## src/core/epca_pkg.sv

```systemverilog
// constants and types for the ethernet pcs client adapter
// How it works
// RL1 - 25G fail: scrambled 0x55 double fault blocks
// RL2 - 200/400G fail: 0x4B fault blocks, compensated
// RL3 - 50G fail: 0x4B blocks plus four markers
// RL4 - base-r fec mapper: find codewords, restore sync
// RL5 - base-r fec demapper: strip bit, parity slots
// RL6 - rs fec: 528/514 code, twenty 257b blocks
// RL7 - codeword marker every 1024th codeword
// RL8 - rs fec mapper: fill idles keep rate
// RL9 - rs fec demapper: delete idles for markers; code only flags the marker slot, deletes no idles
// RL10 - 200/400G: all pcs lanes marker locked
// RL11 - uncorrectable codewords become error blocks
// RL12 - insert Z compensation blocks per period
// RL13 - scramble after compensation insertion
// RL14 - demapper locks, descrambles, drops compensation
// RL15 - first half first pattern, rest second
// RL16 - compensation block type field is zero
// RL17 - 50G: four lanes block and marker locked
// RL18 - 50G markers leave consecutively in lane order
// RL19 - mapper lane parity compare, data untouched
// RL20 - demapper forwards lane parity, compares it
// RL21 - demapper lock, round-robin four egress lanes
// RL22 - sync header lands on odd bit position
// RL23 - self-synchronising scrambler 1+x39+x58
// RL24 - fail switching keeps block phase intact
// RL25 - client type selects replacement and path
package epca_pkg;
    typedef enum logic [3:0] {
        CT_25G  = 4'b0001,
        CT_50G  = 4'b0010,
        CT_200G = 4'b0100,
        CT_400G = 4'b1000
    } epca_client_type;
    typedef enum logic [2:0] {
        FM_NONE  = 3'b001,
        FM_BASER = 3'b010,
        FM_RS    = 3'b100
    } epca_fec_type;
    typedef enum logic [1:0] {
        LK_HUNT = 2'b01,
        LK_LOCK = 2'b10
    } epca_lock_type;
    localparam logic [1:0]  SYNC_CTRL      = 2'h1;
    localparam logic [1:0]  SYNC_DATA      = 2'h2;
    localparam logic [7:0]  TYPE_RATE_COMP = 8'h00;
    localparam logic [63:0] LF_PAYLOAD_55  = 64'h0100_0000_0100_0055;
    localparam logic [63:0] LF_PAYLOAD_4B  = 64'h0000_0000_0100_004B;
    localparam logic [63:0] ERROR_PAYLOAD  = 64'h3C78_F1E3_C78F_1E1E;
    localparam logic [63:0] IDLE_PAYLOAD   = 64'h0000_0000_0000_001E;
    localparam int          PERIOD_BLOCKS  = 20479;
    localparam logic [5:0]  Z_200G         = 6'h10;
    localparam logic [5:0]  Z_400G         = 6'h20;
    localparam logic [5:0]  AM_COUNT_50G   = 6'h04;
    localparam logic [5:0]  BASER_GROUP    = 6'h20;
    localparam logic [6:0]  RS_CW_BLOCKS   = 7'h50;
    localparam logic [9:0]  RS_CWM_PERIOD  = 10'h3FF;
    localparam logic [6:0]  LOCK_GOOD      = 7'h40;
    localparam int          SCR_TAP_A      = 38;
    localparam int          SCR_TAP_B      = 57;
    localparam logic [15:0] LANES_50G      = 16'h000F;
    localparam logic [15:0] LANES_200G     = 16'h00FF;
    localparam logic [15:0] LANES_400G     = 16'hFFFF;
    localparam logic [2:0]  SYNC_BIT_POS   = 3'h1;
endpackage : epca_pkg

```

## src/core/epca_adapter.sv

```systemverilog
// 66b block adapter between ethernet pcs clients and the flexible payload unit
`timescale 1ns/10ps
`default_nettype none
module epca_adapter
    import epca_pkg::*;
#(
    parameter int          PERIOD       = PERIOD_BLOCKS,
    parameter logic [63:0] RC_FIRST_PAT = 64'h5A5A_5A5A_5A5A_5A00,
    parameter logic [63:0] RC_SECOND_PAT= 64'hA5A5_A5A5_A5A5_A500,
    parameter logic [63:0] AM_PAT_0     = 64'h0000_0000_0000_1100,
    parameter logic [63:0] AM_PAT_1     = 64'h0000_0000_0000_2200,
    parameter logic [63:0] AM_PAT_2     = 64'h0000_0000_0000_3300,
    parameter logic [63:0] AM_PAT_3     = 64'h0000_0000_0000_4400
)(
    // clock and reset
    input  wire logic        clock_in,
    input  wire logic        rst_n_in,
    // configuration
    input  wire logic [3:0]  client_type_in,
    input  wire logic [2:0]  fec_mode_in,
    input  wire logic        client_los_in,
    input  wire logic [15:0] lane_lock_in,
    // mapping direction, client to payload
    input  wire logic [65:0] map_blk_in,
    input  wire logic        map_vld_in,
    input  wire logic        map_uncorr_in,
    input  wire logic        map_cw_ok_in,
    output logic             map_rdy_out,
    output logic             map_cw_slip_out,
    output logic [65:0]      map_blk_out,
    output logic             map_vld_out,
    output logic [2:0]       map_sync_pos_out,
    // lane parity monitor
    input  wire logic [7:0]  parity_rx_in,
    input  wire logic [7:0]  parity_exp_in,
    input  wire logic        parity_chk_in,
    output logic [7:0]       parity_fwd_out,
    output logic             parity_err_out,
    // demapping direction, payload to client
    input  wire logic [65:0] dmap_blk_in,
    input  wire logic        dmap_vld_in,
    output logic [65:0]      dmap_blk_out,
    output logic             dmap_vld_out,
    output logic [1:0]       dmap_lane_out,
    output logic             dmap_lock_out,
    output logic             dmap_parity_slot_out,
    output logic             dmap_cwm_slot_out
);
    // ------------------------------------------------------------
    // helpers
    // ------------------------------------------------------------
    localparam logic [19:0] PER20 = 20'(PERIOD);

    // one function for both ends; descrambler feeds back received bits
    function automatic logic [121:0] scr_step(input logic [63:0] d,
                                              input logic [57:0] s, input logic desc);
        logic [63:0] o;
        logic [57:0] st;
        o  = '0;
        st = s;
        for (int i = 0; i < 64; i++)
        begin
            o[i] = d[i] ^ st[SCR_TAP_A] ^ st[SCR_TAP_B];
            st   = {st[56:0], desc ? d[i] : o[i]};
        end
        return {st, o};
    endfunction : scr_step

    function automatic logic [5:0] ins_count(input logic [3:0] ct);
        ins_count = (ct == CT_400G) ? Z_400G : (ct == CT_200G) ? Z_200G : AM_COUNT_50G;
    endfunction : ins_count

    // ------------------------------------------------------------
    // pin synchronisers and client health
    // ------------------------------------------------------------
    logic los_s1_q, los_s2_q;
    always_ff @(posedge clock_in)
    begin
        if (!rst_n_in)
        begin
            los_s1_q <= 1'b1;
            los_s2_q <= 1'b1;
        end
        else
        begin
            los_s1_q <= client_los_in;
            los_s2_q <= los_s1_q;
        end
    end

    logic [15:0] need_lanes;
    logic        lanes_ok, fail, is_hi, ins_mode, rs_mode;
    // RL10 RL17 lane lock gating
    always_comb
    begin
        unique case (client_type_in)
            CT_50G:  need_lanes = LANES_50G;
            CT_200G: need_lanes = LANES_200G;
            CT_400G: need_lanes = LANES_400G;
            default: need_lanes = '0;
        endcase
    end
    assign lanes_ok = ((lane_lock_in & need_lanes) == need_lanes);
    assign fail     = los_s2_q | ~lanes_ok;
    assign is_hi    = (client_type_in == CT_200G) | (client_type_in == CT_400G);
    // RL25 type picks insertion path
    assign ins_mode = is_hi | (fail & (client_type_in == CT_50G));
    assign rs_mode  = (client_type_in == CT_25G) & (fec_mode_in == FM_RS);

    // ------------------------------------------------------------
    // mapper: period count and insertion
    // ------------------------------------------------------------
    logic [19:0] blk_cnt_q;
    logic [5:0]  ins_left_q, zc;
    logic        src_take;
    assign zc          = ins_count(client_type_in);
    assign map_rdy_out = (ins_left_q == 6'h00) & ~fail;
    assign src_take    = (ins_left_q == 6'h00) & (fail | map_vld_in | rs_mode);

    // RL12 RL3 insertion after Z times the period
    always_ff @(posedge clock_in)
    begin
        if (!rst_n_in)
        begin
            blk_cnt_q  <= '0;
            ins_left_q <= '0;
        end
        else if (ins_left_q != 6'h00)
            ins_left_q <= ins_left_q - 6'h01;
        else if (src_take & ins_mode)
        begin
            if (blk_cnt_q == 20'(zc * PER20) - 20'h1)
            begin
                blk_cnt_q  <= '0;
                ins_left_q <= zc;
            end
            else
                blk_cnt_q <= blk_cnt_q + 20'h1;
        end
    end

    logic [65:0] src_blk, ins_blk;
    logic [1:0]  am_idx;
    assign am_idx = 2'(AM_COUNT_50G - ins_left_q);
    always_comb
    begin
        // RL18 markers in lane order
        unique case (am_idx)
            2'h0:    ins_blk = {AM_PAT_0, SYNC_CTRL};
            2'h1:    ins_blk = {AM_PAT_1, SYNC_CTRL};
            2'h2:    ins_blk = {AM_PAT_2, SYNC_CTRL};
            default: ins_blk = {AM_PAT_3, SYNC_CTRL};
        endcase
        // RL15 RL16 two pattern halves, zero type field
        if (is_hi)
            ins_blk = (ins_left_q > (zc >> 1)) ? {RC_FIRST_PAT[63:8], TYPE_RATE_COMP, SYNC_CTRL}
                                               : {RC_SECOND_PAT[63:8], TYPE_RATE_COMP, SYNC_CTRL};
        // RL24 replacement swaps on block boundary, counters run on
        if (fail)
        begin
            // RL1 RL2 RL3 fault blocks per client type
            src_blk = (client_type_in == CT_25G) ? {LF_PAYLOAD_55, SYNC_CTRL}
                                                 : {LF_PAYLOAD_4B, SYNC_CTRL};
        end
        // RL8 idles hold the rate where markers were removed
        else if (rs_mode & ~map_vld_in)
            src_blk = {IDLE_PAYLOAD, SYNC_CTRL};
        // RL11 uncorrectable codeword marked
        else if (map_uncorr_in)
            src_blk = {ERROR_PAYLOAD, SYNC_CTRL};
        // RL4 second sync bit restored from the first
        else if ((client_type_in == CT_25G) & (fec_mode_in == FM_BASER))
            src_blk = {map_blk_in[65:2], ~map_blk_in[0], map_blk_in[0]};
        else
            src_blk = map_blk_in;
    end

    // RL4 search and test: slip one block when parity check fails at boundary
    logic [5:0] bfec_cnt_q;
    always_ff @(posedge clock_in)
    begin
        if (!rst_n_in)
        begin
            bfec_cnt_q      <= '0;
            map_cw_slip_out <= 1'b0;
        end
        else
        begin
            map_cw_slip_out <= 1'b0;
            if (map_vld_in & (fec_mode_in == FM_BASER))
            begin
                if (bfec_cnt_q == BASER_GROUP - 6'h01)
                begin
                    bfec_cnt_q      <= map_cw_ok_in ? 6'h00 : 6'h01;
                    map_cw_slip_out <= ~map_cw_ok_in;
                end
                else
                    bfec_cnt_q <= bfec_cnt_q + 6'h01;
            end
        end
    end

    // RL13 RL23 scrambling after insertion; live 25G/50G already scrambled
    logic [57:0]  scr_q;
    logic [65:0]  pre_blk;
    logic [121:0] scr_res;
    logic         do_scr, out_vld;
    assign out_vld = (ins_left_q != 6'h00) | src_take;
    assign pre_blk = (ins_left_q != 6'h00) ? ins_blk : src_blk;
    assign do_scr  = is_hi | fail;
    assign scr_res = scr_step(pre_blk[65:2], scr_q, 1'b0);

    always_ff @(posedge clock_in)
    begin
        if (!rst_n_in)
        begin
            scr_q       <= '1;
            map_blk_out <= '0;
            map_vld_out <= 1'b0;
        end
        else
        begin
            map_vld_out <= out_vld;
            if (out_vld)
            begin
                map_blk_out <= do_scr ? {scr_res[63:0], pre_blk[1:0]} : pre_blk;
                if (do_scr)
                    scr_q <= scr_res[121:64];
            end
        end
    end
    // RL22 first sync bit at odd bit position
    assign map_sync_pos_out = SYNC_BIT_POS;

    // ------------------------------------------------------------
    // lane parity monitor
    // ------------------------------------------------------------
    // RL19 RL20 forward unchanged and compare on request
    always_ff @(posedge clock_in)
    begin
        if (!rst_n_in)
        begin
            parity_fwd_out <= '0;
            parity_err_out <= 1'b0;
        end
        else
        begin
            parity_fwd_out <= parity_rx_in;
            parity_err_out <= parity_chk_in & (parity_rx_in != parity_exp_in);
        end
    end

    // ------------------------------------------------------------
    // demapper: lock, descramble, drop compensation, lanes
    // ------------------------------------------------------------
    epca_lock_type lk_q;
    logic [6:0]    good_q;
    logic          hdr_ok;
    assign hdr_ok = dmap_blk_in[0] ^ dmap_blk_in[1];
    // RL14 RL21 block lock on sync headers
    always_ff @(posedge clock_in)
    begin
        if (!rst_n_in)
        begin
            lk_q   <= LK_HUNT;
            good_q <= '0;
        end
        else if (dmap_vld_in)
        begin
            unique case (lk_q)
                LK_HUNT:
                begin
                    good_q <= hdr_ok ? good_q + 7'h01 : 7'h00;
                    if (hdr_ok & (good_q == LOCK_GOOD - 7'h01))
                        lk_q <= LK_LOCK;
                end
                LK_LOCK:
                begin
                    good_q <= '0;
                    if (!hdr_ok)
                        lk_q <= LK_HUNT;
                end
            endcase
        end
    end
    assign dmap_lock_out = (lk_q == LK_LOCK);

    logic [57:0]  dsc_q;
    logic [121:0] dsc_res;
    logic [65:0]  plain;
    logic         is_rc, keep;
    assign dsc_res = scr_step(dmap_blk_in[65:2], dsc_q, 1'b1);
    assign plain   = is_hi ? {dsc_res[63:0], dmap_blk_in[1:0]} : dmap_blk_in;
    assign is_rc   = is_hi & (plain[1:0] == SYNC_CTRL) & (plain[9:2] == TYPE_RATE_COMP);
    assign keep    = dmap_vld_in & dmap_lock_out & ~is_rc;

    logic [5:0] dgrp_q;
    logic [6:0] rscw_q;
    logic [9:0] cwm_q;
    always_ff @(posedge clock_in)
    begin
        if (!rst_n_in)
        begin
            dsc_q                <= '1;
            dmap_blk_out         <= '0;
            dmap_vld_out         <= 1'b0;
            dmap_lane_out        <= '0;
            dgrp_q               <= '0;
            rscw_q               <= '0;
            cwm_q                <= '0;
            dmap_parity_slot_out <= 1'b0;
            dmap_cwm_slot_out    <= 1'b0;
        end
        else
        begin
            if (dmap_vld_in)
                dsc_q <= dsc_res[121:64];
            // RL14 compensation blocks removed
            dmap_vld_out         <= keep;
            dmap_parity_slot_out <= 1'b0;
            dmap_cwm_slot_out    <= 1'b0;
            if (keep)
            begin
                // RL5 redundant sync bit stripped in base-r fec
                dmap_blk_out <= (fec_mode_in == FM_BASER) ? {plain[65:2], 1'b0, plain[0]} : plain;
                // RL21 round-robin egress lanes
                dmap_lane_out <= dmap_lane_out + 2'h1;
                // RL5 parity follows every thirty-two blocks
                dgrp_q <= (dgrp_q == BASER_GROUP - 6'h01) ? 6'h00 : dgrp_q + 6'h01;
                dmap_parity_slot_out <= (fec_mode_in == FM_BASER)
                                        & (dgrp_q == BASER_GROUP - 6'h01);
                // RL6 RL9 twenty 257b blocks per codeword
                if (rscw_q == RS_CW_BLOCKS - 7'h01)
                begin
                    rscw_q <= '0;
                    // RL7 marker slot each 1024th codeword, flagged on dmap_cwm_slot_out
                    cwm_q             <= cwm_q + 10'h001;
                    dmap_cwm_slot_out <= (fec_mode_in == FM_RS) & (cwm_q == RS_CWM_PERIOD);
                end
                else
                    rscw_q <= rscw_q + 7'h01;
            end
        end
    end
endmodule : epca_adapter
`default_nettype wire

```

## config.mk

```make
export PLATFORM = sky130hd
export DESIGN_NAME = epca_adapter
export DESIGN_NICKNAME = d
export VERILOG_FILES = /design/src/core/epca_pkg.sv /design/src/core/epca_adapter.sv
export SDC_FILE = /design/constraint.sdc
export NUM_CORES = 1
export LEC_CHECK = 0
export ABC_AREA = 0
export BUFFER_PORTS_ARGS = -buffer_cell sky130_fd_sc_hd__buf_2
export CORE_MARGIN = 5
export CORE_UTILIZATION = 50
export CTS_CLUSTER_DIAMETER = 150
export CTS_CLUSTER_SIZE = 28
export DETAILED_ROUTE_END_ITERATION = 10
export GPL_TIMING_DRIVEN = 0
export PLACE_DENSITY = 0.78
export SETUP_SLACK_MARGIN = 0.3
export SLEW_MARGIN = 40
export SYNTH_ARGS = -nofsm -noshare
export SYNTH_HDL_FRONTEND = slang
export SYNTH_SLANG_ARGS = --single-unit
export TNS_END_PERCENT = 20
```

## constraint.sdc

```tcl
create_clock -name clock_in -period 5.4 [get_ports clock_in]
set_input_delay 0 -clock clock_in [delete_from_list [all_inputs] [get_ports clock_in]]
set_output_delay 0 -clock clock_in [all_outputs]
set_load 0.01 [all_outputs]
```

==> key figures <==
Drt
  • Vias per inst: 5.74
  • Via count of the routed design: 16.9k
  • # DRC: 0
  • Detailed router's first-iteration violation count: 1337
  • Total Wirelength: 64.8 mm
  • DRT Pass-1 Iters: 6
  • Post-route ant nets: 0
  • Routed wire per std cell: 22.0 um

Clock tree
  • Clock transition at path regs: 0.11 ns
  • Setup repair bufs after CTS: 0
  • Max H-tree Level: 1
  • CTS Root Cell: clkbuf_16
  • Clk sinks: 330
  • Clock Tree Buf Depth: 3
  • Clock Latency Late Sink: 0.54 ns
  • Total clock buffers created by CTS: 15
  • TritonCTS clock tree: done

STA
  • Setup violations, final: 0
  • Final Hold Fails: 1
  • Fin crit share: 84.4%
  • Unrepaired setup endpoints after global routing: no
  • Tightest Pin Transition: 0.884 ns
  • Max-slew headroom: 41.1%
  • Clock Skew: 0.0255 ns
  • Min Tclk post-route: 4.56 ns
  • Fin Setup TNS: 0 ns
  • Slew Limit Fails: 0
  • Fmax: 0.219 GHz
  • Min Hold Slack: -0.00223 ns

Setup path
  • Worst setup SP type: input port
  • Worst Path Arrival: 4.98 ns
  • Crit path capture: map_blk_out[57]
  • Highest fanout seen on the critical path: 12
  • Worst r2r dst: scr_q[52]
  • Type of the worst setup path: input port to register
  • Setup slack, reg-to-reg: 1.31 ns
  • R2r startpoint: ins_left_q[0]
  • WP data required: 5.82 ns
  • Critical Path End Type: register
  • R2R cell count: 14
  • CP startpoint: client_type_in[3]

Yosys
  • Top cells by count, synth: dfxtp_1, nand2_1, nor2_1, xnor2_1, xor2_1
  • Post-synth EDFFs: 0
  • Top-count cell post-synth: dfxtp_1
  • Leading area contributor after synthesis: dfxtp_1
  • Synth Register Bits: 330
  • Dominant cells by area after synthesis: dfxtp_1, xnor2_1, xor2_1
  • Synthesized area: 17300 um2
  • Sequential-to-total area share from yosys stat: 38.1%
  • Synth unique cells: 87
  • Most common flop cell mapped by yosys: dfxtp_1
  • Syn avg cell area: 8.45 um2
  • Area share of the largest cell type after synthesis: 38.1%
  • Post-Synthesis Cells: 2050
  • FFs w/ async S/R, synth: 0%
  • Ys Warns: 0

Floorplanning
  • Die Y: 196 um
  • Initial Utilization: 50.4%
  • Total die area: 38500 um2
  • Boundary Pins: 332
  • Die width: 196 um
  • Row count: 68
  • Core area: 34400 um2

Layout
  • Layout cells sized above 1: 17.2%
  • FILL cells: 3021
  • Multi-input logic area: 10000 um2
  • Area delta synth->final: 20.8%
  • Ant diodes: 0
  • Fin area: 20900 um2
  • Reg area: 6610 um2
  • Post-layout net count: 2693

Min path
  • Tightest Hold Check Type: input port to register
  • Hold_sp: dmap_blk_in[7]

Power
  • Psw: 3950 uW
  • Flop pwr share: 36.1%
  • Pint: 5400 uW
  • Clk pwr share: 14.3%
  • Pwr dens: 447 nW/um2
  • Total leakage power: 0.00840 uW
  • VDD IR-drop max: 0.000325 V
  • Combinational power share: 49.5%
  • Switching share of power: 42.3%
  • Overall Power: 9350 uW

Global routing
  • Vias in the first global route: 16.8k
  • Largest net degree at the start of global routing: 29
  • Grt ovf: 0
  • First-pass GRT wire length: 97.5 mm
  • GR Util All Layers: 32.1%
  • Antenna violations before repair: 0

Place
  • Routability Congestion: 0.984
  • Post-DP HPWL: 49.2 mm
  • IO buf count: 322
  • Placed cell areas: 19500 um2

Run status
  • Failing checks: negative hold slack
  • Status: finished, violations left

Flow run
  • Max-cap violation count: 0
==> cells by family (layout without fill, tap and decap cells) <==
kind of cell | count (synthesis) | after routing | share of synthesized area, %
multiplexers | 67 | 67 | 3.88
adder cells (fa/ha/maj) | 21 | 21 | 1.56
other | 2 | 5 | 0.0433
flip-flops | 330 | 330 | 38.1
buffers and inverters | 166 | 606 | 4.04
AO/OA/AOI/OAI | 360 | 360 | 13.9
XOR/XNOR | 363 | 363 | 19.0
AND/OR/NAND/NOR | 741 | 741 | 19.4
==> timing repair <==
item / CTS / global route
resized for setup: 0 / 0
hold buffers: 100 / 0
endpoints found under the hold margin: 165 / 0
==> through the flow <==
| stage | utilization [%] | cells | worst slack [ns] |
|---|---|---|---|
| global route | 60.9 | 2948 | 0.768 |
| finish | 60.9 | 2948 | 0.842 |
| floorplan | - | 2053 | 1.84 |
| detailed placement | 56.8 | 2831 | 0.540 |
| global placement | 56.8 | 2830 | 0.339 |
| CTS | 60.9 | 2948 | 1.08 |
==> layout by cell type (no fill, tap or decap), types with 9 or more instances in the layout <==
cell / count
buf_2: 361
dfxtp_1: 330
nand2_1: 269
nor2_1: 264
xnor2_1: 236
xor2_1: 116
dlygate4sd3_1: 100
a21oi_1: 89
a211oi_1: 75
clkbuf_1: 68
o21ai_0: 67
mux2i_1: 66
nand3_1: 54
o211ai_1: 50
inv_1: 29
nand4_1: 29
nor3_1: 24
buf_1: 20
or3_1: 20
ha_1: 20
a31oi_1: 15
clkbuf_16: 15
and2_1: 14
o21a_1: 9
and3_1: 9
==> critical path, stage by stage <==
cell      delay [ns]
buf_4           0.14
xnor2_1         0.41
nor2_4          0.14
inv_2           0.14
buf_2           0.31
buf_1           0.66
ha_1            0.27
nor3b_1         0.24
o21ai_0         0.17
a21boi_0        0.64
clkbuf_1        0.73
a31oi_1         0.22
xor2_1          0.50
xnor2_1         0.17
a21o_1          0.20
==> sequential cells by signal, summed over array words and instances (netlist names), 2 cells and up <==
signal and cells:
dgrp_q 6, lk_q 2, parity_fwd_out 8, good_q 7, bfec_cnt_q 6, ins_left_q 6
dmap_lane_out 2, cwm_q 10, rscw_q 7, blk_cnt_q 20, map_blk_out 66, scr_q 58
dmap_blk_out 66, dsc_q 58
==> final cells by class <==
class	count	area share, %
Tap cell	455	2.72
Clock inverter	2	0.0837
Sequential cell	330	31.6
Timing Repair Buffer	423	12.5
Clock buffer	15	1.79
Inverter	30	0.538
Buffer	136	2.82
Multi-Input combinational cell	1557	48.0
==> per-layer routing <==
metal / track usage, % / share of wire, % / routed length, um / vias to the layer above
met5: 0 / 0 / 0 / -
met4: 15.6 / 5.9 / 3840 / 0
met3: 4.57 / 8.3 / 5360 / 240
met2: 54.2 / 46 / 30100 / 869
met1: 40.5 / 39 / 25500 / 8007
li1: - / - / - / 7818
==> power by group through the flow <==
stage                     sequential [uW]  clock, uW  combinational, uW
after floorplan                      3340          0               3140
after global placement               3400          0               4410
after detailed placement             3410          0               4460
after CTS                            3350       1340               4550
after global routing                 3400       1420               4980
final                                3380       1340               4630
==> worst min path at each step <==
stage	to	cells after the start
floorplan	map_cw_slip_out	1
global placement	map_cw_slip_out	2
detailed placement	map_cw_slip_out	2
CTS	map_blk_out[51]	4
global route	map_blk_out[51]	4
finish	dmap_blk_out[7]	3
Power figures use the tool's default switching activity.
